File: src/inc/chan_bias_pkg.sv
// Purpose: constants shared by the channel and bias configuration bank
// Assumes: Avalon-MM slave, 32-bit data, one register per aligned word
// Notes:   printed offsets are register indices; byte address is four times
package chan_bias_pkg;

  localparam int unsigned NUM_CHAN = 8;

  // register indices as printed
  localparam logic [5:0] IDX_CHAN_FIRST = 6'h05;
  localparam logic [5:0] IDX_CHAN_LAST  = 6'h0c;
  localparam logic [5:0] IDX_BIAS_POS   = 6'h0d;
  localparam logic [5:0] IDX_BIAS_NEG   = 6'h0e;
  localparam logic [5:0] IDX_MISC       = 6'h1f;

  // channel and misc register field positions
  localparam int unsigned PD_BIT    = 7;
  localparam int unsigned GAIN_HI   = 6;
  localparam int unsigned GAIN_LO   = 4;
  localparam int unsigned RSVD_BIT  = 3;
  localparam int unsigned SRC_HI    = 2;
  localparam int unsigned SRC_LO    = 0;
  localparam int unsigned MEAS_BIT  = 0;
  localparam int unsigned VAR_HI    = 2;
  localparam int unsigned VAR_LO    = 1;

  // reset values
  localparam logic [7:0] CHAN_RESET = 8'h00;
  localparam logic [7:0] BIAS_RESET = 8'h00;
  localparam logic [7:0] MISC_RESET = 8'h00;

  // channel masks per variant
  localparam logic [7:0] MASK_FOUR  = 8'h0f;
  localparam logic [7:0] MASK_SIX   = 8'h3f;
  localparam logic [7:0] MASK_EIGHT = 8'hff;

  // variant codes held in the misc register
  localparam logic [1:0] VAR_EIGHT = 2'h0;
  localparam logic [1:0] VAR_SIX   = 2'h1;
  localparam logic [1:0] VAR_FOUR  = 2'h2;

  // source select codes
  localparam logic [2:0] SRC_NORMAL  = 3'h0;
  localparam logic [2:0] SRC_SHORT   = 3'h1;
  localparam logic [2:0] SRC_BIASMEA = 3'h2;
  localparam logic [2:0] SRC_SUPPLY  = 3'h3;
  localparam logic [2:0] SRC_TEMP    = 3'h4;
  localparam logic [2:0] SRC_TEST    = 3'h5;
  localparam logic [2:0] SRC_DRV_POS = 3'h6;
  localparam logic [2:0] SRC_DRV_NEG = 3'h7;

  // gain select codes
  localparam logic [2:0] GAIN_6  = 3'h0;
  localparam logic [2:0] GAIN_1  = 3'h1;
  localparam logic [2:0] GAIN_2  = 3'h2;
  localparam logic [2:0] GAIN_3  = 3'h3;
  localparam logic [2:0] GAIN_4  = 3'h4;
  localparam logic [2:0] GAIN_8  = 3'h5;
  localparam logic [2:0] GAIN_12 = 3'h6;

  // one-hot gain output bits
  localparam int unsigned GH_1  = 0;
  localparam int unsigned GH_2  = 1;
  localparam int unsigned GH_3  = 2;
  localparam int unsigned GH_4  = 3;
  localparam int unsigned GH_6  = 4;
  localparam int unsigned GH_8  = 5;
  localparam int unsigned GH_12 = 6;

  // bus slave states
  typedef enum logic [1:0] {
    BUS_IDLE = 2'b01,
    BUS_ACK  = 2'b10
  } bus_state_e;

endpackage

File: src/hdl/chan_decode.sv
// Purpose: decode one channel setting byte into analog controls
// Assumes: pure combinational, registered by the caller
// Notes:   unused gain code 111 yields no gain bit set
`timescale 1ns/100ps
module chan_decode
  import chan_bias_pkg::*;
(
  // setting byte
  input  wire logic [7:0] setting,
  input  wire logic       meas_en,
  // decoded controls
  output logic            powerdown,
  output logic [6:0]      gain_onehot,
  output logic [7:0]      src_onehot,
  output logic            bias_in_route
);

  wire logic [2:0] gain_code;
  wire logic [2:0] src_code;

  assign gain_code = setting[GAIN_HI:GAIN_LO];
  assign src_code  = setting[SRC_HI:SRC_LO];
  assign powerdown = setting[PD_BIT];

  // gain map
  assign gain_onehot[GH_6]  = (gain_code == GAIN_6);
  assign gain_onehot[GH_1]  = (gain_code == GAIN_1);
  assign gain_onehot[GH_2]  = (gain_code == GAIN_2);
  assign gain_onehot[GH_3]  = (gain_code == GAIN_3);
  assign gain_onehot[GH_4]  = (gain_code == GAIN_4);
  assign gain_onehot[GH_8]  = (gain_code == GAIN_8);
  assign gain_onehot[GH_12] = (gain_code == GAIN_12);

  // source one-hot, bit index equals code
  assign src_onehot = 8'h01 << src_code;

  // bias input only closes with the enable
  assign bias_in_route = meas_en && (src_code == SRC_BIASMEA);

endmodule

File: src/hdl/bias_mask.sv
// Purpose: gate bias derivation bits by the channel count of the variant
// Assumes: variant code stable while routing matters
// Notes:   only the drive path is masked; readback keeps what was written
`timescale 1ns/100ps
module bias_mask
  import chan_bias_pkg::*;
(
  input  wire logic [1:0] variant,
  input  wire logic [7:0] sel_pos,
  input  wire logic [7:0] sel_neg,
  output logic      [7:0] route_pos,
  output logic      [7:0] route_neg
);

  wire logic [7:0] mask;

  // four drops 7:4, six drops 7:6
  assign mask = (variant == VAR_FOUR) ? MASK_FOUR :
                (variant == VAR_SIX)  ? MASK_SIX  : MASK_EIGHT;
  assign route_pos = sel_pos & mask;
  assign route_neg = sel_neg & mask;

endmodule

File: src/hdl/channel_and_bias_config_regs.sv
// Purpose: channel settings and bias derivation registers, Avalon-MM slave
// Assumes: one clock; master holds requests until waitrequest is low
// Notes:   every access answers one cycle after it is seen
//
// How it works
// - eight channel setting registers at indices 05h..0Ch, reset zero
// - bit 7 powers its channel down when one
// - bits 6:4 select gain 6,1,2,3,4,8,12 for codes 000..110
// - bits 2:0 select normal, shorted, supply, temperature, test source
// - source code 010 with measure enable reads the bias input
// - codes 110 and 111 make positive or negative electrode the driver
// - positive bias derivation register at 0Dh, bit n-1 routes channel n
// - negative bias derivation register at 0Eh, bit n-1 routes channel n
// - four-channel variant ignores bias bits 5:4
// - four and six channel variants ignore bias bits 7:6
// - measure enable routes bias input to every code 010 channel
//
// Chosen here: the Avalon-MM interface to the registers.
`timescale 1ns/100ps
module channel_and_bias_config_regs
  import chan_bias_pkg::*;
(
  // clock and reset
  input  wire logic        SYS_CLK,
  input  wire logic        RESET_N,
  // avalon-mm slave
  input  wire logic [7:0]  AVS_ADDRESS,
  input  wire logic        AVS_READ,
  input  wire logic        AVS_WRITE,
  input  wire logic [31:0] AVS_WRITEDATA,
  input  wire logic [3:0]  AVS_BYTEENABLE,
  output logic [31:0]      AVS_READDATA,
  output logic             AVS_WAITREQUEST,
  output logic [1:0]       AVS_RESPONSE,
  // channel controls, channel n at bit n-1, or in 7-bit gain and 8-bit source field n-1
  output logic [7:0]       CHAN_POWERDOWN,
  output logic [55:0]      AMP_GAIN_ONEHOT,
  output logic [63:0]      CHAN_SOURCE_ONEHOT,
  output logic [7:0]       BIAS_INPUT_ROUTE,
  // bias derivation controls
  output logic [7:0]       POS_INPUT_BIAS_ROUTE,
  output logic [7:0]       NEG_INPUT_BIAS_ROUTE
);

  ////////////////////////////////////////////////////////////////////////
  // reset release
  logic       rst_meta_r;
  logic       rst_sync_r;
  wire  logic rst_n;

  always_ff @(posedge SYS_CLK or negedge RESET_N)
  begin
    if (!RESET_N)
    begin
      rst_meta_r <= 1'b0;
      rst_sync_r <= 1'b0;
    end
    else
    begin
      rst_meta_r <= 1'b1;
      rst_sync_r <= rst_meta_r;
    end
  end
  assign rst_n = rst_sync_r;

  ////////////////////////////////////////////////////////////////////////
  // bus decode
  bus_state_e     state_r;
  bus_state_e     state_nxt;
  wire  logic       req;
  wire  logic [5:0] idx;
  wire  logic       aligned;
  wire  logic       hit_chan;
  wire  logic       hit_pos;
  wire  logic       hit_neg;
  wire  logic       hit_misc;
  wire  logic       mapped;
  wire  logic       wr_ok;
  wire  logic [2:0] chan_sel;

  assign req      = (AVS_READ || AVS_WRITE) && (state_r == BUS_IDLE);
  assign idx      = AVS_ADDRESS[7:2];
  assign aligned  = (AVS_ADDRESS[1:0] == 2'h0);
  // channel window is indices 05h..0Ch
  assign hit_chan = aligned && (idx >= IDX_CHAN_FIRST) && (idx <= IDX_CHAN_LAST);
  assign hit_pos  = aligned && (idx == IDX_BIAS_POS);
  assign hit_neg  = aligned && (idx == IDX_BIAS_NEG);
  assign hit_misc = aligned && (idx == IDX_MISC);
  assign mapped   = hit_chan || hit_pos || hit_neg || hit_misc;
  assign wr_ok    = req && AVS_WRITE && AVS_BYTEENABLE[0];
  assign chan_sel = 3'(idx - IDX_CHAN_FIRST);

  // two-state answer: accept, then drop waitrequest for one cycle
  always_comb
  begin
    case (state_r)
      BUS_IDLE: state_nxt = req ? BUS_ACK : BUS_IDLE;
      BUS_ACK:  state_nxt = BUS_IDLE;
      default:  state_nxt = BUS_IDLE;
    endcase
  end

  ////////////////////////////////////////////////////////////////////////
  // register storage
  logic [7:0] chan_r [NUM_CHAN];
  logic [7:0] bias_pos_r;
  logic [7:0] bias_neg_r;
  logic [7:0] misc_r;

  // per-channel storage, bit 3 kept as plain storage
  genvar gi;
  generate
    for (gi = 0; gi < NUM_CHAN; gi++)
    begin : g_store
      always_ff @(posedge SYS_CLK or negedge rst_n)
      begin
        if (!rst_n)
          chan_r[gi] <= CHAN_RESET;
        else if (wr_ok && hit_chan && (chan_sel == 3'(gi)))
          chan_r[gi] <= AVS_WRITEDATA[7:0];
      end
    end
  endgenerate

  // bias and misc storage
  always_ff @(posedge SYS_CLK or negedge rst_n)
  begin
    if (!rst_n)
    begin
      bias_pos_r <= BIAS_RESET;
      bias_neg_r <= BIAS_RESET;
      misc_r     <= MISC_RESET;
    end
    else
    begin
      if (wr_ok && hit_pos)
        bias_pos_r <= AVS_WRITEDATA[7:0];
      if (wr_ok && hit_neg)
        bias_neg_r <= AVS_WRITEDATA[7:0];
      if (wr_ok && hit_misc)
        misc_r <= AVS_WRITEDATA[7:0];
    end
  end

  ////////////////////////////////////////////////////////////////////////
  // read mux; unmapped or misaligned reads give zero with error response
  wire logic [7:0] chan_rd;
  wire logic [7:0] misc_rd;
  wire logic [7:0] rd_byte;

  assign chan_rd = chan_r[chan_sel];
  assign misc_rd = {5'h00, misc_r[VAR_HI:VAR_LO], misc_r[MEAS_BIT]};
  assign rd_byte = hit_chan ? chan_rd    :
                   hit_pos  ? bias_pos_r :
                   hit_neg  ? bias_neg_r :
                   hit_misc ? misc_rd    : 8'h00;

  // bus answer registers
  always_ff @(posedge SYS_CLK or negedge rst_n)
  begin
    if (!rst_n)
    begin
      state_r         <= BUS_IDLE;
      AVS_WAITREQUEST <= 1'b1;
      AVS_READDATA    <= 32'h00000000;
      AVS_RESPONSE    <= 2'h0;
    end
    else
    begin
      state_r         <= state_nxt;
      AVS_WAITREQUEST <= !req;
      if (req)
      begin
        AVS_READDATA <= AVS_READ ? {24'h000000, rd_byte} : 32'h00000000;
        AVS_RESPONSE <= mapped ? 2'h0 : 2'h3;
      end
    end
  end

  ////////////////////////////////////////////////////////////////////////
  // decode and register analog controls
  wire logic       meas_en;
  wire logic [7:0] pd_w;
  wire logic [55:0] gain_w;
  wire logic [63:0] src_w;
  wire logic [7:0] bin_w;
  wire logic [7:0] rpos_w;
  wire logic [7:0] rneg_w;

  assign meas_en = misc_r[MEAS_BIT];

  generate
    for (gi = 0; gi < NUM_CHAN; gi++)
    begin : g_dec
      chan_decode u_dec (
        .setting       (chan_r[gi]),
        .meas_en       (meas_en),
        .powerdown     (pd_w[gi]),
        .gain_onehot   (gain_w[gi*7 +: 7]),
        .src_onehot    (src_w[gi*8 +: 8]),
        .bias_in_route (bin_w[gi])
      );
    end
  endgenerate

  // derivation mask by variant
  bias_mask u_mask (
    .variant   (misc_r[VAR_HI:VAR_LO]),
    .sel_pos   (bias_pos_r),
    .sel_neg   (bias_neg_r),
    .route_pos (rpos_w),
    .route_neg (rneg_w)
  );

  // outputs one cycle behind the registers, all from flops
  always_ff @(posedge SYS_CLK or negedge rst_n)
  begin
    if (!rst_n)
    begin
      CHAN_POWERDOWN       <= 8'h00;
      AMP_GAIN_ONEHOT      <= 56'h00000000000000;
      CHAN_SOURCE_ONEHOT   <= 64'h0000000000000000;
      BIAS_INPUT_ROUTE     <= 8'h00;
      POS_INPUT_BIAS_ROUTE <= 8'h00;
      NEG_INPUT_BIAS_ROUTE <= 8'h00;
    end
    else
    begin
      CHAN_POWERDOWN       <= pd_w;
      AMP_GAIN_ONEHOT      <= gain_w;
      CHAN_SOURCE_ONEHOT   <= src_w;
      BIAS_INPUT_ROUTE     <= bin_w;
      POS_INPUT_BIAS_ROUTE <= rpos_w;
      NEG_INPUT_BIAS_ROUTE <= rneg_w;
    end
  end

endmodule

File: config.mk
export PLATFORM = sky130hd
export DESIGN_NAME = channel_and_bias_config_regs
export DESIGN_NICKNAME = d
export VERILOG_FILES = /design/src/inc/chan_bias_pkg.sv /design/src/hdl/chan_decode.sv /design/src/hdl/bias_mask.sv /design/src/hdl/channel_and_bias_config_regs.sv
export SDC_FILE = /design/constraint.sdc
export NUM_CORES = 1
export LEC_CHECK = 0
export BUFFER_PORTS_ARGS = -buffer_cell sky130_fd_sc_hd__buf_4
export CORE_UTILIZATION = 45
export CTS_CLUSTER_DIAMETER = 50
export DETAILED_ROUTE_END_ITERATION = 16
export PLACE_DENSITY = 0.79
export SETUP_SLACK_MARGIN = 0.02
export SYNTH_ARGS = -nofsm -noshare
export SYNTH_HDL_FRONTEND = slang
export SYNTH_SLANG_ARGS = --single-unit
File: constraint.sdc
create_clock -name SYS_CLK -period 9.5 [get_ports SYS_CLK]
set_input_delay 0.475 -clock SYS_CLK [delete_from_list [all_inputs] [get_ports SYS_CLK]]
set_output_delay 0.475 -clock SYS_CLK [all_outputs]
set_load 0.005 [all_outputs]
==> flow_metrics.py <==
metrics = {
    "route": {
        "first_iter_violations": 240,
        "routed-via-count": 5833,
        "drc": 0,
        "ant_nets": 0,
        "viasPerCell": 5.10,
        "routedWlPerCell_um": 18.3,
        "wirelength_um": 20900,
        "drtPass1Iterations": 4,
    },
    "pwr": {
        "p_int_mw": 1.80,
        "net-switching-power_uw": 534,
        "sw_frac_of_total_pct": 22.8,
        "p_comb_share_pct": 5.8,
        "p_seq_share_pct": 47.9,
        "power.total_mw": 2.34,
        "power.density_nw_per_um2": 194,
        "clkPwrFrac_pct": 46.2,
        "irDropWorstVdd_mv": 0.208,
        "leakagePower_nw": 6.24,
    },
    "timing": {
        "drv_slew": 0,
        "fin_tns_setup_ns": 0,
        "worst_pin_slew_ns": 1.03,
        "max-slew-margin-rel_pct": 31.0,
        "period_needed_ns": 2.73,
        "clock-skew-final_ns": 0.0124,
        "clock.fmax_mhz": 366,
        "setup-violations-final": 0,
        "rsz0062_at_grt": "false",
        "setup_ws_ns": 6.77,
        "timing.final.hold_violations": 0,
        "period_share_pct": 28.7,
    },
    "floorplanning": {
        "die_y_um": 149,
        "initial_core_util_pct": 46.0,
        "die_x_um": 149,
        "fp.dieArea_um2": 22100,
        "ios": 235,
        "fp-row-count": 53,
        "core-area_um2": 21000,
    },
    "critical_path": {
        "slowest_delay_ns": 0.83,
        "crit_fanout": 16,
        "cp_top_family": "adder cells",
        "critPathKind": "input port to flip-flop",
        "critPathCaptureType": "flip-flop",
        "path_buf_inv": 2,
        "crit_arrival_ns": 3.14,
        "startpoint": "AVS_ADDRESS[2]",
        "crit_chain": "buf_4 > inv_1 > ha_1 > ha_1 > mux4_2 > nand2_1 > nand3_1 > a32o_1",
        "start_kind": "input port",
        "crit_path_frequent_cell": "ha_1",
        "crit_required_ns": 9.91,
        "crit_slowest_cell": "ha_1",
        "reg2reg_from": "state_r[0]",
    },
    "grt": {
        "antenna_found_initial": 0,
        "grt_pass1_vias": 5942,
        "grt_pass1_wl_um": 32800,
        "track_usage_pct": 19.4,
        "grt_max_degree": 88,
        "gr-total-overflow": 0,
    },
    "placed_design": {
        "pre_cts_ws_ns": 6.29,
        "dp_hpwl_um": 14400,
        "gp_congestion": 0.787,
        "dp_cells": 1091,
        "place.port_buffers": 183,
    },
    "clock_network": {
        "clkTransAtPathRegs_ns": 0.06,
        "cts-root-buf": "clkbuf_16",
        "htreeDepth": 1,
        "cts_resized": 0,
        "cts_made_buffers": 29,
        "clk_path_buf_depth": 3,
        "clkSinkCount": 248,
        "cts_tree": "built",
        "clkLatencyLatePin_ns": 0.53,
    },
    "synth": {
        "synth-seq-cells": 248,
        "syn_inst": 676,
        "synth_cell_types": 44,
        "synth.avg_cell_area_um2": 14.3,
        "synth_most_common_cell": "dfrtp_1",
        "synthArstFlopShare_pct": 100,
        "synth_top_area_share_pct": 63.9,
        "synth_flop_cell": "dfrtp_1",
        "synth_edf_count": 0,
        "ys.warnings.count": 0,
        "synth_top_area_cell": "dfrtp_1",
        "synth_area_leaders": "dfrtp_1 64%, mux2_2 9.5%, nor3b_1 4.0%",
        "syn_area_um2": 9680,
        "synthTopCellsByCount": "247 x dfrtp_1, 82 x mux2_2, 51 x nor3b_1",
        "synth-seq-area-share_pct": 64.1,
    },
    "status": {
        "outcome": "complete, no violations",
    },
    "cells_and_area": {
        "diodes": 0,
        "drive_above_1_share_pct": 40.3,
        "finalNonFillerCells": 1144,
        "syn2layout_area_growth_pct": 24.4,
        "fin_util_pct": 57.3,
        "nNetsFinal": 903,
    },
    "job": {
        "cap_violations": 0,
    },
    "min_path": {
        "hp-class": "input port to async pin",
    },
}
[metal layers]
metal  routed length, µm  vias to the layer above  share of wire (%)  global-route usage, %
met1                8350                     2975                 40                   24.6
met2               10600                      183                 51                   32.4
met3                1630                       31                7.8                   6.10
met5                   0                        -                  0                      0
li1                    -                     2644                  -                      -
met4                 360                        0                1.7                   4.64
[power by group through the flow]
stage	logic [mW]	registers (mW)	clock network (mW)
finish	0.137	1.12	1.08
global route	0.150	1.13	1.15
CTS	0.138	1.12	1.10
detailed placement	0.136	1.14	0
global placement	0.133	1.14	0
floorplan	0.0796	1.14	0
[sequential cells by signal (all words and copies together), names as in the netlist, 2 cells and up]
register and flops:
AMP_GAIN_ONEHOT 56, AVS_READDATA 8, BIAS_INPUT_ROUTE 8, CHAN_POWERDOWN 8, CHAN_SOURCE_ONEHOT 64, NEG_INPUT_BIAS_ROUTE 8, POS_INPUT_BIAS_ROUTE 8, bias_neg_r 8
bias_pos_r 8, chan_r 64, misc_r 3, state_r 2
[layout make-up]
type / count / area (µm²)
tap: 275 / 344
clock inverter: 14 / 156
sequential: 248 / 6210
fill: 1692 / 8980
multi-input combinational: 377 / 3100
clock buffer: 38 / 800
timing repair buffer: 187 / 1410
inverter: 5 / 18.8
[stage by stage]
stage | hold slack, ns | area, µm²
floorplan | 0.179 | 9760
global placement | 0.257 | 11100
detailed placement | 0.260 | 11100
CTS | 0.249 | 12000
global route | 0.254 | 12000
finish | 0.266 | 12000
[worst reg2reg max path: cells and delay by family, from the launching register on]
kind             cells  cell delay, ns
and+or+nand+nor      4            1.20
DFF                  1            0.54
muxes                1            0.40
[final timing paths]
check                      depth (start not counted)               to  slack, ns
setup / recovery                                   8  AVS_READDATA[0]       6.77
hold / removal                                     2       rst_meta_r       0.27
setup reg to reg                                   5       chan_r[19]       7.24
hold reg to reg                                    0            rst_n       0.35
max in group asynchronous                          1        misc_r[0]       7.36
min in group SYS_CLK                               2       chan_r[35]       0.27
[kinds of logic after synthesis]
logic type	share of synthesized area, %
fa+ha+maj	0.905
simple gates	14.1
buf+inv	4.67
flops	64.1
mux	13.9
other cells	0.0776
compound gates	2.17
[layout by cell type (no fill, tap or decap), types with 2 or more instances in the layout]
master | Yosys | final
a21oi_1 | 8 | 8
a32o_1 | 8 | 8
and2_1 | 13 | 13
and3_1 | 14 | 14
and3b_1 | 33 | 33
buf_4 | 26 | 186
bufinv_16 | 0 | 2
clkbuf_1 | 25 | 5
clkbuf_16 | 0 | 29
clkbuf_8 | 0 | 4
clkinv_2 | 0 | 2
clkinv_4 | 0 | 2
clkinvlp_4 | 0 | 5
conb_1 | 2 | 25
dfrtp_1 | 247 | 246
ha_1 | 7 | 7
inv_1 | 5 | 5
inv_8 | 0 | 2
mux2_2 | 82 | 82
mux2i_1 | 5 | 5
mux4_2 | 16 | 16
nand2_1 | 33 | 33
nand2_2 | 5 | 5
nand3_1 | 7 | 7
nor2_1 | 19 | 19
nor2_2 | 2 | 2
nor2b_1 | 4 | 4
nor3_1 | 16 | 16
nor3b_1 | 51 | 51
nor4_4 | 2 | 2
o21ai_0 | 13 | 13
[what timing repair did]
item / in CTS / in global routing
buffers inserted: 0 / 0
hold buffers: 1 / 0
endpoints found under the hold margin: 2 / 0
Power figures use the tool's default switching activity.
